==> config.mk <==
export PLATFORM = sky130hd
export DESIGN_NAME = msf_monitor_frame_sender
export DESIGN_NICKNAME = d
export VERILOG_FILES = /design/src/inc/msf_pkg.sv /design/src/rtl/msf_monitor_frame_sender.sv /design/src/rtl/msf_sync.sv /design/src/rtl/msf_fifo.sv
export SDC_FILE = /design/constraint.sdc
export NUM_CORES = 1
export LEC_CHECK = 0
export BUFFER_PORTS_ARGS = -buffer_cell sky130_fd_sc_hd__buf_2
export CAP_MARGIN = 10
export CORE_ASPECT_RATIO = 1.75
export CORE_MARGIN = 2
export CORE_UTILIZATION = 25
export DETAILED_ROUTE_END_ITERATION = 8
export HOLD_SLACK_MARGIN = 0.06
export PLACE_DENSITY = 0.38
export SLEW_MARGIN = 10
export SYNTH_ARGS = -nofsm -noshare
export SYNTH_HDL_FRONTEND = slang
export SYNTH_HIERARCHICAL = 1
export SYNTH_SLANG_ARGS = --single-unit
==> constraint.sdc <==
create_clock -name clk_i -period 2.3 [get_ports clk_i]
set_input_delay 0.46 -clock clk_i [delete_from_list [all_inputs] [get_ports clk_i]]
set_output_delay 0.46 -clock clk_i [all_outputs]
set_load 0.02 [all_outputs]
==> src/inc/msf_pkg.sv <==
// Constants, types and layouts shared by the monitor status frame sender
//
// Summary of operation
// Own talk address raises internal start request
// Each transfer resumes after last sent slot
// Header: address low, bits 7:6 set
// Header followed by exactly eight ordered parameters
// Parameter bytes never have both top bits (code: the fine slot sends NO_OPT_BYTE, 0xFF, when CTRL_OPT_BIT is clear)
// Listener skips bytes until one at least 192
// Listener subtracts 192 from header for address
// Detection low five bits, bandwidth high three
// Detection codes: AM 29, FM 28, INDEPENDENT_SIDEBAND_MODE 2...
// Fine digit max nine, else all ones
// Remote indicator in top bit, not writable
// Frequency bytes carry two packed BCD digits
// Attention asserted means address word, else data
// One full handshake per byte, await acceptance
package msf_pkg;

   // Frame layout
   localparam int          DATA_W       = 8;
   localparam int          SLOT_W       = 4;
   localparam int          PARAM_BYTES  = 8;
   localparam logic [3:0]  HDR_SLOT     = 4'h0;
   localparam logic [3:0]  FINE_SLOT    = 4'h1;
   localparam logic [3:0]  CTL_SLOT     = 4'h2;
   localparam logic [3:0]  FRQ_HI_SLOT  = 4'h3;
   localparam logic [3:0]  FRQ_MID_SLOT = 4'h4;
   localparam logic [3:0]  FRQ_LO_SLOT  = 4'h5;
   localparam logic [3:0]  DETBW_SLOT   = 4'h6;
   localparam logic [3:0]  BFO_SLOT     = 4'h7;
   localparam logic [3:0]  GAIN_SLOT    = 4'h8;
   localparam logic [3:0]  LAST_SLOT    = 4'h8;

   // Byte encodings
   localparam logic [1:0]  HDR_TAG      = 2'h3;
   localparam logic [1:0]  TALK_GRP     = 2'h2;
   localparam logic [4:0]  UNTALK_ADDR  = 5'h1F;
   localparam logic [7:0]  PARAM_LIMIT  = 8'hC0;
   localparam logic [7:0]  NO_OPT_BYTE  = 8'hFF;
   localparam logic [7:0]  GAIN_MAX     = 8'hBF;
   localparam logic [3:0]  BCD_MAX      = 4'h9;
   localparam logic [2:0]  BW_MAX       = 3'h5;
   localparam logic [1:0]  GAIN_MODE_MAX = 2'h2;
   localparam logic [1:0]  MSD_MAX      = 2'h2;
   localparam logic [4:0]  DET_LSB      = 5'h00;
   localparam logic [4:0]  DET_USB      = 5'h01;
   localparam logic [4:0]  DET_ISB      = 5'h02;
   localparam logic [4:0]  DET_CW       = 5'h0B;
   localparam logic [4:0]  DET_FM       = 5'h1C;
   localparam logic [4:0]  DET_AM       = 5'h1D;
   localparam logic [2:0]  SEL_LSB      = 3'h0;
   localparam logic [2:0]  SEL_USB      = 3'h1;
   localparam logic [2:0]  SEL_ISB      = 3'h2;
   localparam logic [2:0]  SEL_CW       = 3'h3;
   localparam logic [2:0]  SEL_FM       = 3'h4;
   localparam logic [2:0]  SEL_AM       = 3'h5;

   // Register map (byte addresses)
   localparam int          ADR_W        = 8;
   localparam logic [7:0]  OFF_CTRL     = 8'h00;
   localparam logic [7:0]  OFF_FREQ     = 8'h04;
   localparam logic [7:0]  OFF_MODE     = 8'h08;
   localparam logic [7:0]  OFF_AUX      = 8'h0C;
   localparam logic [7:0]  OFF_STATUS   = 8'h10;
   localparam logic [31:0] CTRL_RST     = 32'h0000_0000;
   localparam logic [31:0] FREQ_RST     = 32'h0000_0000;
   localparam logic [31:0] MODE_RST     = 32'h0000_0005;
   localparam logic [31:0] AUX_RST      = 32'h0000_0000;

   // Field positions
   localparam int          CTRL_ADDR_LSB = 0;
   localparam int          CTRL_B5_BIT   = 5;
   localparam int          CTRL_OPT_BIT  = 6;
   localparam int          CTRL_EN_BIT   = 7;
   localparam int          MODE_DET_LSB  = 0;
   localparam int          MODE_BW_LSB   = 3;
   localparam int          MODE_GAIN_LSB = 6;
   localparam int          MODE_NEG_BIT  = 8;

   localparam logic [3:0]  PTR_RST       = HDR_SLOT;
   localparam logic [3:0]  LAST_SENT_RST = LAST_SLOT;
   localparam int          FIFO_DEPTH    = 8;

   typedef enum logic [1:0] {HS_IDLE, HS_WAIT_RFD, HS_DRIVE, HS_RELEASE} msf_hs_t;

   typedef struct packed {
      logic [3:0] slot;
      logic [7:0] data;
   } msf_item_t;

   typedef struct packed {
      logic       remote;
      logic       atn_n;
      logic       dav;
      logic       rfd;
      logic       dac;
      logic [7:0] dio;
   } msf_pins_t;

endpackage

==> src/rtl/msf_monitor_frame_sender.sv <==
// Monitor-mode status frame sender: register image, frame builder, byte handshake
//
// Design decisions made here: the Wishbone interface to the registers and the register offsets.
`timescale 1ns/10ps
module msf_monitor_frame_sender import msf_pkg::*; #(
   parameter int FIFO_DEPTH_P = FIFO_DEPTH
) (
   // Clock and reset
   input  wire logic              clk_i,
   input  wire logic              rst_i,
   // Wishbone classic slave
   input  wire logic              wb_cyc_i,
   input  wire logic              wb_stb_i,
   input  wire logic              wb_we_i,
   input  wire logic [ADR_W-1:0]  wb_adr_i,
   input  wire logic [3:0]        wb_sel_i,
   input  wire logic [31:0]       wb_dat_i,
   output logic      [31:0]       wb_dat_o,
   output logic                   wb_ack_o,
   // Instrument bus data lines
   input  wire logic [7:0]        dio_i,
   output logic      [7:0]        dio_o,
   output logic                   dio_oe_o,
   // Instrument bus management and handshake
   input  wire logic              atn_n_i,
   input  wire logic              dav_i,
   output logic                   dav_o,
   output logic                   dav_oe_o,
   input  wire logic              rfd_i,
   input  wire logic              dac_i,
   // Front panel and status
   input  wire logic              remote_i,
   output logic                   talking_o
);

   typedef struct packed {
      logic [31:0] ctrl;
      logic [31:0] freq;
      logic [31:0] mode;
      logic [31:0] aux;
      logic        ack;
      logic [31:0] rdat;
      logic        talking;
      logic        dav_seen;
      logic [3:0]  ptr;
      logic [3:0]  last_sent;
      logic [3:0]  talk_cnt;
      msf_hs_t     hs;
      logic [7:0]  dio;
      logic [3:0]  slot;
   } msf_state_t;

   msf_state_t st_q;
   msf_state_t st_d;
   msf_pins_t  pin_raw;
   msf_pins_t  pin_s;
   msf_item_t  push_item;
   msf_item_t  pop_item;
   logic       push_valid;
   logic       push_ready;
   logic       pop_valid;
   logic       pop_ready;
   logic       flush;
   logic       wb_req;
   logic       atn_act;
   logic       dav_rise;
   logic       stop;
   logic       sent_now;

   ////////////////////////////////////////////////////////////////////////////////////////////
   // Helpers

   function automatic logic [3:0] next_slot(input logic [3:0] s);
      next_slot = (s == LAST_SLOT) ? HDR_SLOT : s + 4'h1;
   endfunction

   // Out-of-range digits are held at nine so no digit byte can pose as a header
   function automatic logic [3:0] bcd_sat(input logic [3:0] d);
      bcd_sat = (d > BCD_MAX) ? BCD_MAX : d;
   endfunction

   function automatic logic [4:0] det_code(input logic [2:0] sel);
      case (sel)
         SEL_LSB: det_code = DET_LSB;
         SEL_USB: det_code = DET_USB;
         SEL_ISB: det_code = DET_ISB;
         SEL_CW:  det_code = DET_CW;
         SEL_FM:  det_code = DET_FM;
         default: det_code = DET_AM;
      endcase
   endfunction

   function automatic logic [31:0] wr_bytes(input logic [31:0] old,
                                            input logic [31:0] wdat,
                                            input logic [3:0]  sel);
      wr_bytes = old;
      for (int i = 0; i < 4; i++) begin
         if (sel[i]) wr_bytes[8*i +: 8] = wdat[8*i +: 8];
      end
   endfunction

   function automatic logic [7:0] build_byte(input logic [3:0]  slot,
                                             input logic [31:0] ctrl,
                                             input logic [31:0] freq,
                                             input logic [31:0] mode,
                                             input logic [31:0] aux,
                                             input logic        remote);
      logic [2:0] bw;
      logic [1:0] gain;
      logic [1:0] msd;
      bw   = mode[MODE_BW_LSB +: 3];
      gain = mode[MODE_GAIN_LSB +: 2];
      msd  = freq[29:28];
      bw   = (bw > BW_MAX) ? BW_MAX : bw;
      gain = (gain > GAIN_MODE_MAX) ? GAIN_MODE_MAX : gain;
      msd  = (msd > MSD_MAX) ? MSD_MAX : msd;
      case (slot)
         HDR_SLOT:     build_byte = {HDR_TAG, ctrl[CTRL_B5_BIT],
                                     ctrl[CTRL_ADDR_LSB +: 5]};
         FINE_SLOT:    build_byte = ctrl[CTRL_OPT_BIT] ?
                                    {4'h0, bcd_sat(freq[3:0])} : NO_OPT_BYTE;
         CTL_SLOT:     build_byte = {remote, 2'b00, mode[MODE_NEG_BIT], gain, msd};
         FRQ_HI_SLOT:  build_byte = {bcd_sat(freq[27:24]), bcd_sat(freq[23:20])};
         FRQ_MID_SLOT: build_byte = {bcd_sat(freq[19:16]), bcd_sat(freq[15:12])};
         FRQ_LO_SLOT:  build_byte = {bcd_sat(freq[11:8]), bcd_sat(freq[7:4])};
         DETBW_SLOT:   build_byte = {bw, det_code(mode[MODE_DET_LSB +: 3])};
         BFO_SLOT:     build_byte = {bcd_sat(aux[7:4]), bcd_sat(aux[3:0])};
         GAIN_SLOT:    build_byte = (aux[15:8] > GAIN_MAX) ? GAIN_MAX : aux[15:8];
         default:      build_byte = 8'h00;
      endcase
   endfunction

   ////////////////////////////////////////////////////////////////////////////////////////////
   // Pin synchronisers and byte FIFO

   assign pin_raw = {remote_i, atn_n_i, dav_i, rfd_i, dac_i, dio_i};

   msf_sync #(
      .WIDTH ($bits(msf_pins_t))
   ) u_sync (
      .clk_i   (clk_i),
      .rst_i   (rst_i),
      .async_i (pin_raw),
      .sync_o  (pin_s)
   );

   msf_fifo #(
      .WIDTH ($bits(msf_item_t)),
      .DEPTH (FIFO_DEPTH_P)
   ) u_fifo (
      .clk_i       (clk_i),
      .rst_i       (rst_i),
      .flush_i     (flush),
      .in_valid_i  (push_valid),
      .in_ready_o  (push_ready),
      .in_data_i   (push_item),
      .out_valid_o (pop_valid),
      .out_ready_i (pop_ready),
      .out_data_o  (pop_item)
   );

   ////////////////////////////////////////////////////////////////////////////////////////////
   // Next state

   always_comb begin
      st_d           = st_q;
      wb_req         = wb_cyc_i & wb_stb_i & ~st_q.ack;
      atn_act        = ~pin_s.atn_n;
      dav_rise       = pin_s.dav & ~st_q.dav_seen;
      stop           = atn_act | ~st_q.talking;
      sent_now       = (st_q.hs == HS_DRIVE) & pin_s.dac;
      push_valid     = ~stop;
      pop_ready      = (st_q.hs == HS_IDLE) & ~stop;
      flush          = stop;
      push_item.slot = st_q.ptr;
      push_item.data = build_byte(st_q.ptr, st_q.ctrl, st_q.freq, st_q.mode, st_q.aux,
                                  pin_s.remote);
      st_d.dav_seen  = pin_s.dav;

      // Register access; ack comes one cycle after the request and drops the next
      st_d.ack = wb_req;
      if (wb_req) begin
         if (wb_we_i) begin
            case ({wb_adr_i[ADR_W-1:2], 2'b00})
               OFF_CTRL: st_d.ctrl = wr_bytes(st_q.ctrl, wb_dat_i, wb_sel_i);
               OFF_FREQ: st_d.freq = wr_bytes(st_q.freq, wb_dat_i, wb_sel_i);
               OFF_MODE: st_d.mode = wr_bytes(st_q.mode, wb_dat_i, wb_sel_i);
               OFF_AUX:  st_d.aux  = wr_bytes(st_q.aux, wb_dat_i, wb_sel_i);
               default:  st_d.ctrl = st_q.ctrl;
            endcase
         end
         case ({wb_adr_i[ADR_W-1:2], 2'b00})
            OFF_CTRL:   st_d.rdat = {24'h00_0000, st_q.ctrl[7:0]};
            OFF_FREQ:   st_d.rdat = {2'b00, st_q.freq[29:0]};
            OFF_MODE:   st_d.rdat = {23'h00_0000, st_q.mode[8:0]};
            OFF_AUX:    st_d.rdat = {16'h0000, st_q.aux[15:0]};
            OFF_STATUS: st_d.rdat = {16'h0000, st_q.talk_cnt, st_q.last_sent, st_q.ptr,
                                     2'b00, pin_s.remote, st_q.talking};
            default:    st_d.rdat = 32'h0000_0000;
         endcase
      end

      // Address words while attention is asserted decide whether this end talks
      if (!st_q.ctrl[CTRL_EN_BIT]) begin
         st_d.talking = 1'b0;
      end else if (atn_act && dav_rise && pin_s.dio[6:5] == TALK_GRP) begin
         if (pin_s.dio[4:0] == st_q.ctrl[CTRL_ADDR_LSB +: 5] &&
             pin_s.dio[4:0] != UNTALK_ADDR) begin
            st_d.talking  = 1'b1;
            st_d.talk_cnt = st_q.talk_cnt + 4'h1;
         end else begin
            st_d.talking = 1'b0;
         end
      end

      // One full handshake per byte
      if (sent_now) begin
         st_d.last_sent = st_q.slot;
      end
      case (st_q.hs)
         HS_IDLE: begin
            if (pop_ready && pop_valid) begin
               st_d.dio  = pop_item.data;
               st_d.slot = pop_item.slot;
               st_d.hs   = HS_WAIT_RFD;
            end
         end
         HS_WAIT_RFD: begin
            if (pin_s.rfd && !pin_s.dac) st_d.hs = HS_DRIVE;
         end
         HS_DRIVE: begin
            if (pin_s.dac) st_d.hs = HS_RELEASE;
         end
         HS_RELEASE: begin
            if (!pin_s.dac) st_d.hs = HS_IDLE;
         end
         default: st_d.hs = HS_IDLE;
      endcase

      // Prefetched bytes are dropped on a stop; the pointer rewinds to the slot
      // after the last byte the listener accepted, so nothing is skipped
      if (stop) begin
         st_d.hs  = HS_IDLE;
         st_d.ptr = next_slot(st_d.last_sent);
      end else if (push_ready) begin
         st_d.ptr = next_slot(st_q.ptr);
      end
   end

   always_ff @(posedge clk_i) begin
      if (rst_i) begin
         st_q           <= '0;
         st_q.ctrl      <= CTRL_RST;
         st_q.freq      <= FREQ_RST;
         st_q.mode      <= MODE_RST;
         st_q.aux       <= AUX_RST;
         st_q.ptr       <= PTR_RST;
         st_q.last_sent <= LAST_SENT_RST;
         st_q.hs        <= HS_IDLE;
      end else begin
         st_q <= st_d;
      end
   end

   assign wb_dat_o  = st_q.rdat;
   assign wb_ack_o  = st_q.ack;
   assign dio_o     = st_q.dio;
   assign dio_oe_o  = (st_q.hs != HS_IDLE);
   assign dav_o     = (st_q.hs == HS_DRIVE);
   assign dav_oe_o  = (st_q.hs == HS_DRIVE);
   assign talking_o = st_q.talking;

   logic push_fire;
   assign push_fire = push_valid & push_ready;
endmodule // msf_monitor_frame_sender

==> src/rtl/msf_sync.sv <==
// Three-stage pin synchroniser; a bit changes once stages two and three agree
`timescale 1ns/10ps
module msf_sync #(
   parameter int WIDTH = 1
) (
   // Clock and reset
   input  wire logic             clk_i,
   input  wire logic             rst_i,
   // Pins and synchronised levels
   input  wire logic [WIDTH-1:0] async_i,
   output logic      [WIDTH-1:0] sync_o
);
   typedef struct packed {
      logic [WIDTH-1:0] s1;
      logic [WIDTH-1:0] s2;
      logic [WIDTH-1:0] s3;
      logic [WIDTH-1:0] out;
   } msf_sync_state_t;

   msf_sync_state_t st_q;
   msf_sync_state_t st_d;
   logic [WIDTH-1:0] agree;

   always_comb begin
      st_d     = st_q;
      agree    = ~(st_q.s2 ^ st_q.s3);
      st_d.s1  = async_i;
      st_d.s2  = st_q.s1;
      st_d.s3  = st_q.s2;
      st_d.out = (st_q.out & ~agree) | (st_q.s3 & agree);
   end

   always_ff @(posedge clk_i) begin
      if (rst_i) begin
         st_q <= '0;
      end else begin
         st_q <= st_d;
      end
   end

   assign sync_o = st_q.out;
endmodule // msf_sync

==> src/rtl/msf_fifo.sv <==
// Byte FIFO between the frame builder and the bus handshake engine
`timescale 1ns/10ps
module msf_fifo import msf_pkg::*; #(
   parameter int WIDTH = 12,
   parameter int DEPTH = FIFO_DEPTH
) (
   // Clock and reset
   input  wire logic             clk_i,
   input  wire logic             rst_i,
   input  wire logic             flush_i,
   // Fill side
   input  wire logic             in_valid_i,
   output logic                  in_ready_o,
   input  wire logic [WIDTH-1:0] in_data_i,
   // Drain side
   output logic                  out_valid_o,
   input  wire logic             out_ready_i,
   output logic      [WIDTH-1:0] out_data_o
);
   localparam int AW = $clog2(DEPTH);
   localparam int CW = $clog2(DEPTH + 1);

   typedef struct packed {
      logic [DEPTH-1:0][WIDTH-1:0] mem;
      logic [AW-1:0]               wr;
      logic [AW-1:0]               rd;
      logic [CW-1:0]               cnt;
   } msf_fifo_state_t;

   msf_fifo_state_t st_q;
   msf_fifo_state_t st_d;
   logic            push;
   logic            pop;

   always_comb begin
      st_d = st_q;
      push = in_valid_i & in_ready_o;
      pop  = out_valid_o & out_ready_i;
      if (flush_i) begin
         st_d.wr  = '0;
         st_d.rd  = '0;
         st_d.cnt = '0;
      end else begin
         if (push) begin
            st_d.mem[st_q.wr] = in_data_i;
            st_d.wr = (st_q.wr == AW'(DEPTH - 1)) ? '0 : st_q.wr + 1'b1;
         end
         if (pop) begin
            st_d.rd = (st_q.rd == AW'(DEPTH - 1)) ? '0 : st_q.rd + 1'b1;
         end
         case ({push, pop})
            2'b10:   st_d.cnt = st_q.cnt + 1'b1;
            2'b01:   st_d.cnt = st_q.cnt - 1'b1;
            default: st_d.cnt = st_q.cnt;
         endcase
      end
   end

   always_ff @(posedge clk_i) begin
      if (rst_i) begin
         st_q <= '0;
      end else begin
         st_q <= st_d;
      end
   end

   assign in_ready_o  = (st_q.cnt != CW'(DEPTH));
   assign out_valid_o = (st_q.cnt != '0);
   assign out_data_o  = st_q.mem[st_q.rd];
endmodule // msf_fifo

==> impl_metrics.env <==
export IMPL_crit_path_top_delay_cell="a211o_1"
export IMPL_mostFrequentLayoutCells="dfxtp_1, nor2_1, mux2i_1, nand2_1, buf_2"
export IMPL_ant_nets=0
export IMPL_core_rowCount=108
export IMPL_via_count_of_the_first_global_routing_pass=10000
export IMPL_cp_common_cell="buf_4"
export IMPL_avgSynthCellArea_sq_um=9.44
export IMPL_drt_first_pass_iters=5
export IMPL_drt_wirelength_per_cell_um=19.5
export IMPL_min_period_over_period_pct=96.6
export IMPL_timing_reg2reg_worst_path_depth=11
export IMPL_crit_type="flop to flop"
export IMPL_cts_buffer_depth=3
export IMPL_worst_setup_hold_path_clk_slew_ns=0.06
export IMPL_post_place_ws_ns=-0.107
export IMPL_grt_most_used_layer="met2"
export IMPL_gp_congestion=0.890
export IMPL_antenna_found_initial=0
export IMPL_layout_nets=1513
export IMPL_timing_critical_path_slowest_cell_delay_ns=0.37
export IMPL_finClkSkew_ns=0.0268
export IMPL_antenna_diode_count=0
export IMPL_cp_cell_sequence="inv_1, buf_4, ha_2, buf_4, nor3b_1, a32oi_1, o21ai_1, a211o_1, buf_12, mux2i_1, nor2_1"
export IMPL_postLayoutSetupSlackWorst_ns=0.0785
export IMPL_timing_worst_slew_pin_value_ns=0.661
export IMPL_vertical_die_dimension_um=301
export IMPL_clock_sinks=276
export IMPL_report_final_setup_viol=0
export IMPL_final_fill_count=5300
export IMPL_post_route_drc_count=0
export IMPL_fp_dieArea_sq_um=52300
export IMPL_final_design_area_no_fill_sq_um=15100
export IMPL_path_max_fanout=9
export IMPL_crit_buf_inv=4
export IMPL_finalHoldViolations=0
export IMPL_clk_insertion_delay_late_ns=0.56
export IMPL_fmax_mhz=450
export IMPL_post_drt_via_cell_ratio=4.59
export IMPL_dpl_hpwl_mm=30.9
export IMPL_finalCoreUtilization_pct=30.3
export IMPL_outcome="finished, final reports clean"
export IMPL_yosysWarningCount=6
export IMPL_grt_met3_usage_pct=1.82
export IMPL_min_path_cells=2
export IMPL_met1_usage_pct=15.8
export IMPL_layout_cells_most_common="dfxtp_1"
export IMPL_areaGrowthSynthToFinish_pct=19.6
export IMPL_timing_hold_worst_class="input port to flop"
export IMPL_total_power_w=0.00967
export IMPL_synth_cell_area_sq_um=12600
export IMPL_met2_layer_usage_reported_by_global_route_pct=30.6
export IMPL_globalRouteTotalUtil_pct=15.7
export IMPL_post_route_min_period_ns=2.22
export IMPL_timing_critical_path_arrival_ns=2.65
export IMPL_clk_root_buffer_cell="clkbuf_16"
export IMPL_std_cell_core_area_sq_um=49700
export IMPL_crit_path_end_kind="flop"
export IMPL_maxSlewViolCount=0
export IMPL_grt_overflow_total=0
export IMPL_cts_hold_repair_buffers=0
export IMPL_multiInputGateArea_sq_um=6300
export IMPL_floorplan_die_width_um=174
export IMPL_worst_path_dominant_cell_family="compound AO/OA/AOI/OAI gates"
export IMPL_power_per_cell_area_nw_per_um2=641
export IMPL_tritoncts_clock_tree="yes"
export IMPL_share_of_post_route_cells_with_drive_strength_above_1_pct=22.7
export IMPL_grt_start_max_net_pins=105
export IMPL_place_area_sq_um=14100
export IMPL_power_leakage_nw=6.06
export IMPL_vias=9691
export IMPL_vdd_drop_max_mv=0.488
export IMPL_synthesized_netlist_cell_count=1336
export IMPL_critPathRequiredTime_ns=2.73
export IMPL_grt_first_pass_wirelength_mm=62.5
export IMPL_final_seq_area_sq_um=5530
export IMPL_htree_num_levels=1
export IMPL_timing_setup_tns_ns=0
export IMPL_top_level_ports=107
export IMPL_cap_violations=0
export IMPL_critical_path_startpoint_type="flop"
export IMPL_number_of_buffers_inserted_by_port_buffering=99
export IMPL_crit_cells=11
export IMPL_postRouteWirelength_mm=41.2
export IMPL_cts_made_buffers=27
export IMPL_maxSlewHeadroom_pct=55.9
export IMPL_unrepaired_setup_endpoints_after_global_routing="no"
export IMPL_initial_core_utilization_pct=25.4
export IMPL_initialDrtViolationCount=507
## power by group
group / leakage [nW] / switching (W) / total, W / internal [W]
Sequential: 2.23 / 0.0000161 / 0.00483 / 0.00481
Clock: 0.451 / 0.00197 / 0.00453 / 0.00257
Combinational: 3.38 / 0.000204 / 0.000306 / 0.000103
## metrics by stage
stage               hold slack [ns]  cells
floorplan                     0.414   1337
global placement              0.429   2062
detailed placement            0.422   2062
CTS                          0.0983   2111
global route                  0.121   2111
finish                        0.125   2111
## layer usage
metal | routed length [um] | up-vias
li1 | - | 4785
met4 | 2590 | 0
met2 | 22400 | 203
met3 | 1230 | 80
met1 | 14900 | 4623
met5 | 0 | -
## final cells by class
type	instances	share of cell area [%]
inverter	20	0.498
clock inverter	13	0.788
multi-input combinational	902	41.8
clock buffer	36	5.10
sequential	276	36.6
timing repair buffer	204	9.75
tap	660	5.47
## worst paths after layout
path | startpoint | endpoint | slack, ns
min reg2reg | u_sync/st_d[29]$_SDFF_PP0_ | u_sync/st_d[16]$_SDFF_PP0_ | 0.44
max reg2reg | push_item[9]$_SDFFE_PP0P_ | u_fifo/st_q[47]$_SDFFE_PP0P_ | 0.08
max | push_item[9]$_SDFFE_PP0P_ | u_fifo/st_q[47]$_SDFFE_PP0P_ | 0.08
min | rfd_i | u_sync/st_d[35]$_SDFF_PP0_ | 0.13
## sequential cells by signal, indices dropped and copies added, names as in the netlist, named ones only
signal,cells
talking_o,1
st_q,78
u_sync/st_d,24
push_item,4
dio_o,8
wb_dat_o,30
u_fifo/st_q,106
u_sync/st_q,12
wb_ack_o,1
## timing repair
action,in CTS,in global routing
gates resized for setup,4,17
cloned,0,0
pin swaps,0,5
endpoints found under the setup margin,23,53
buffers inserted,0,0
Note: power is estimated with default switching activity, not from simulation.
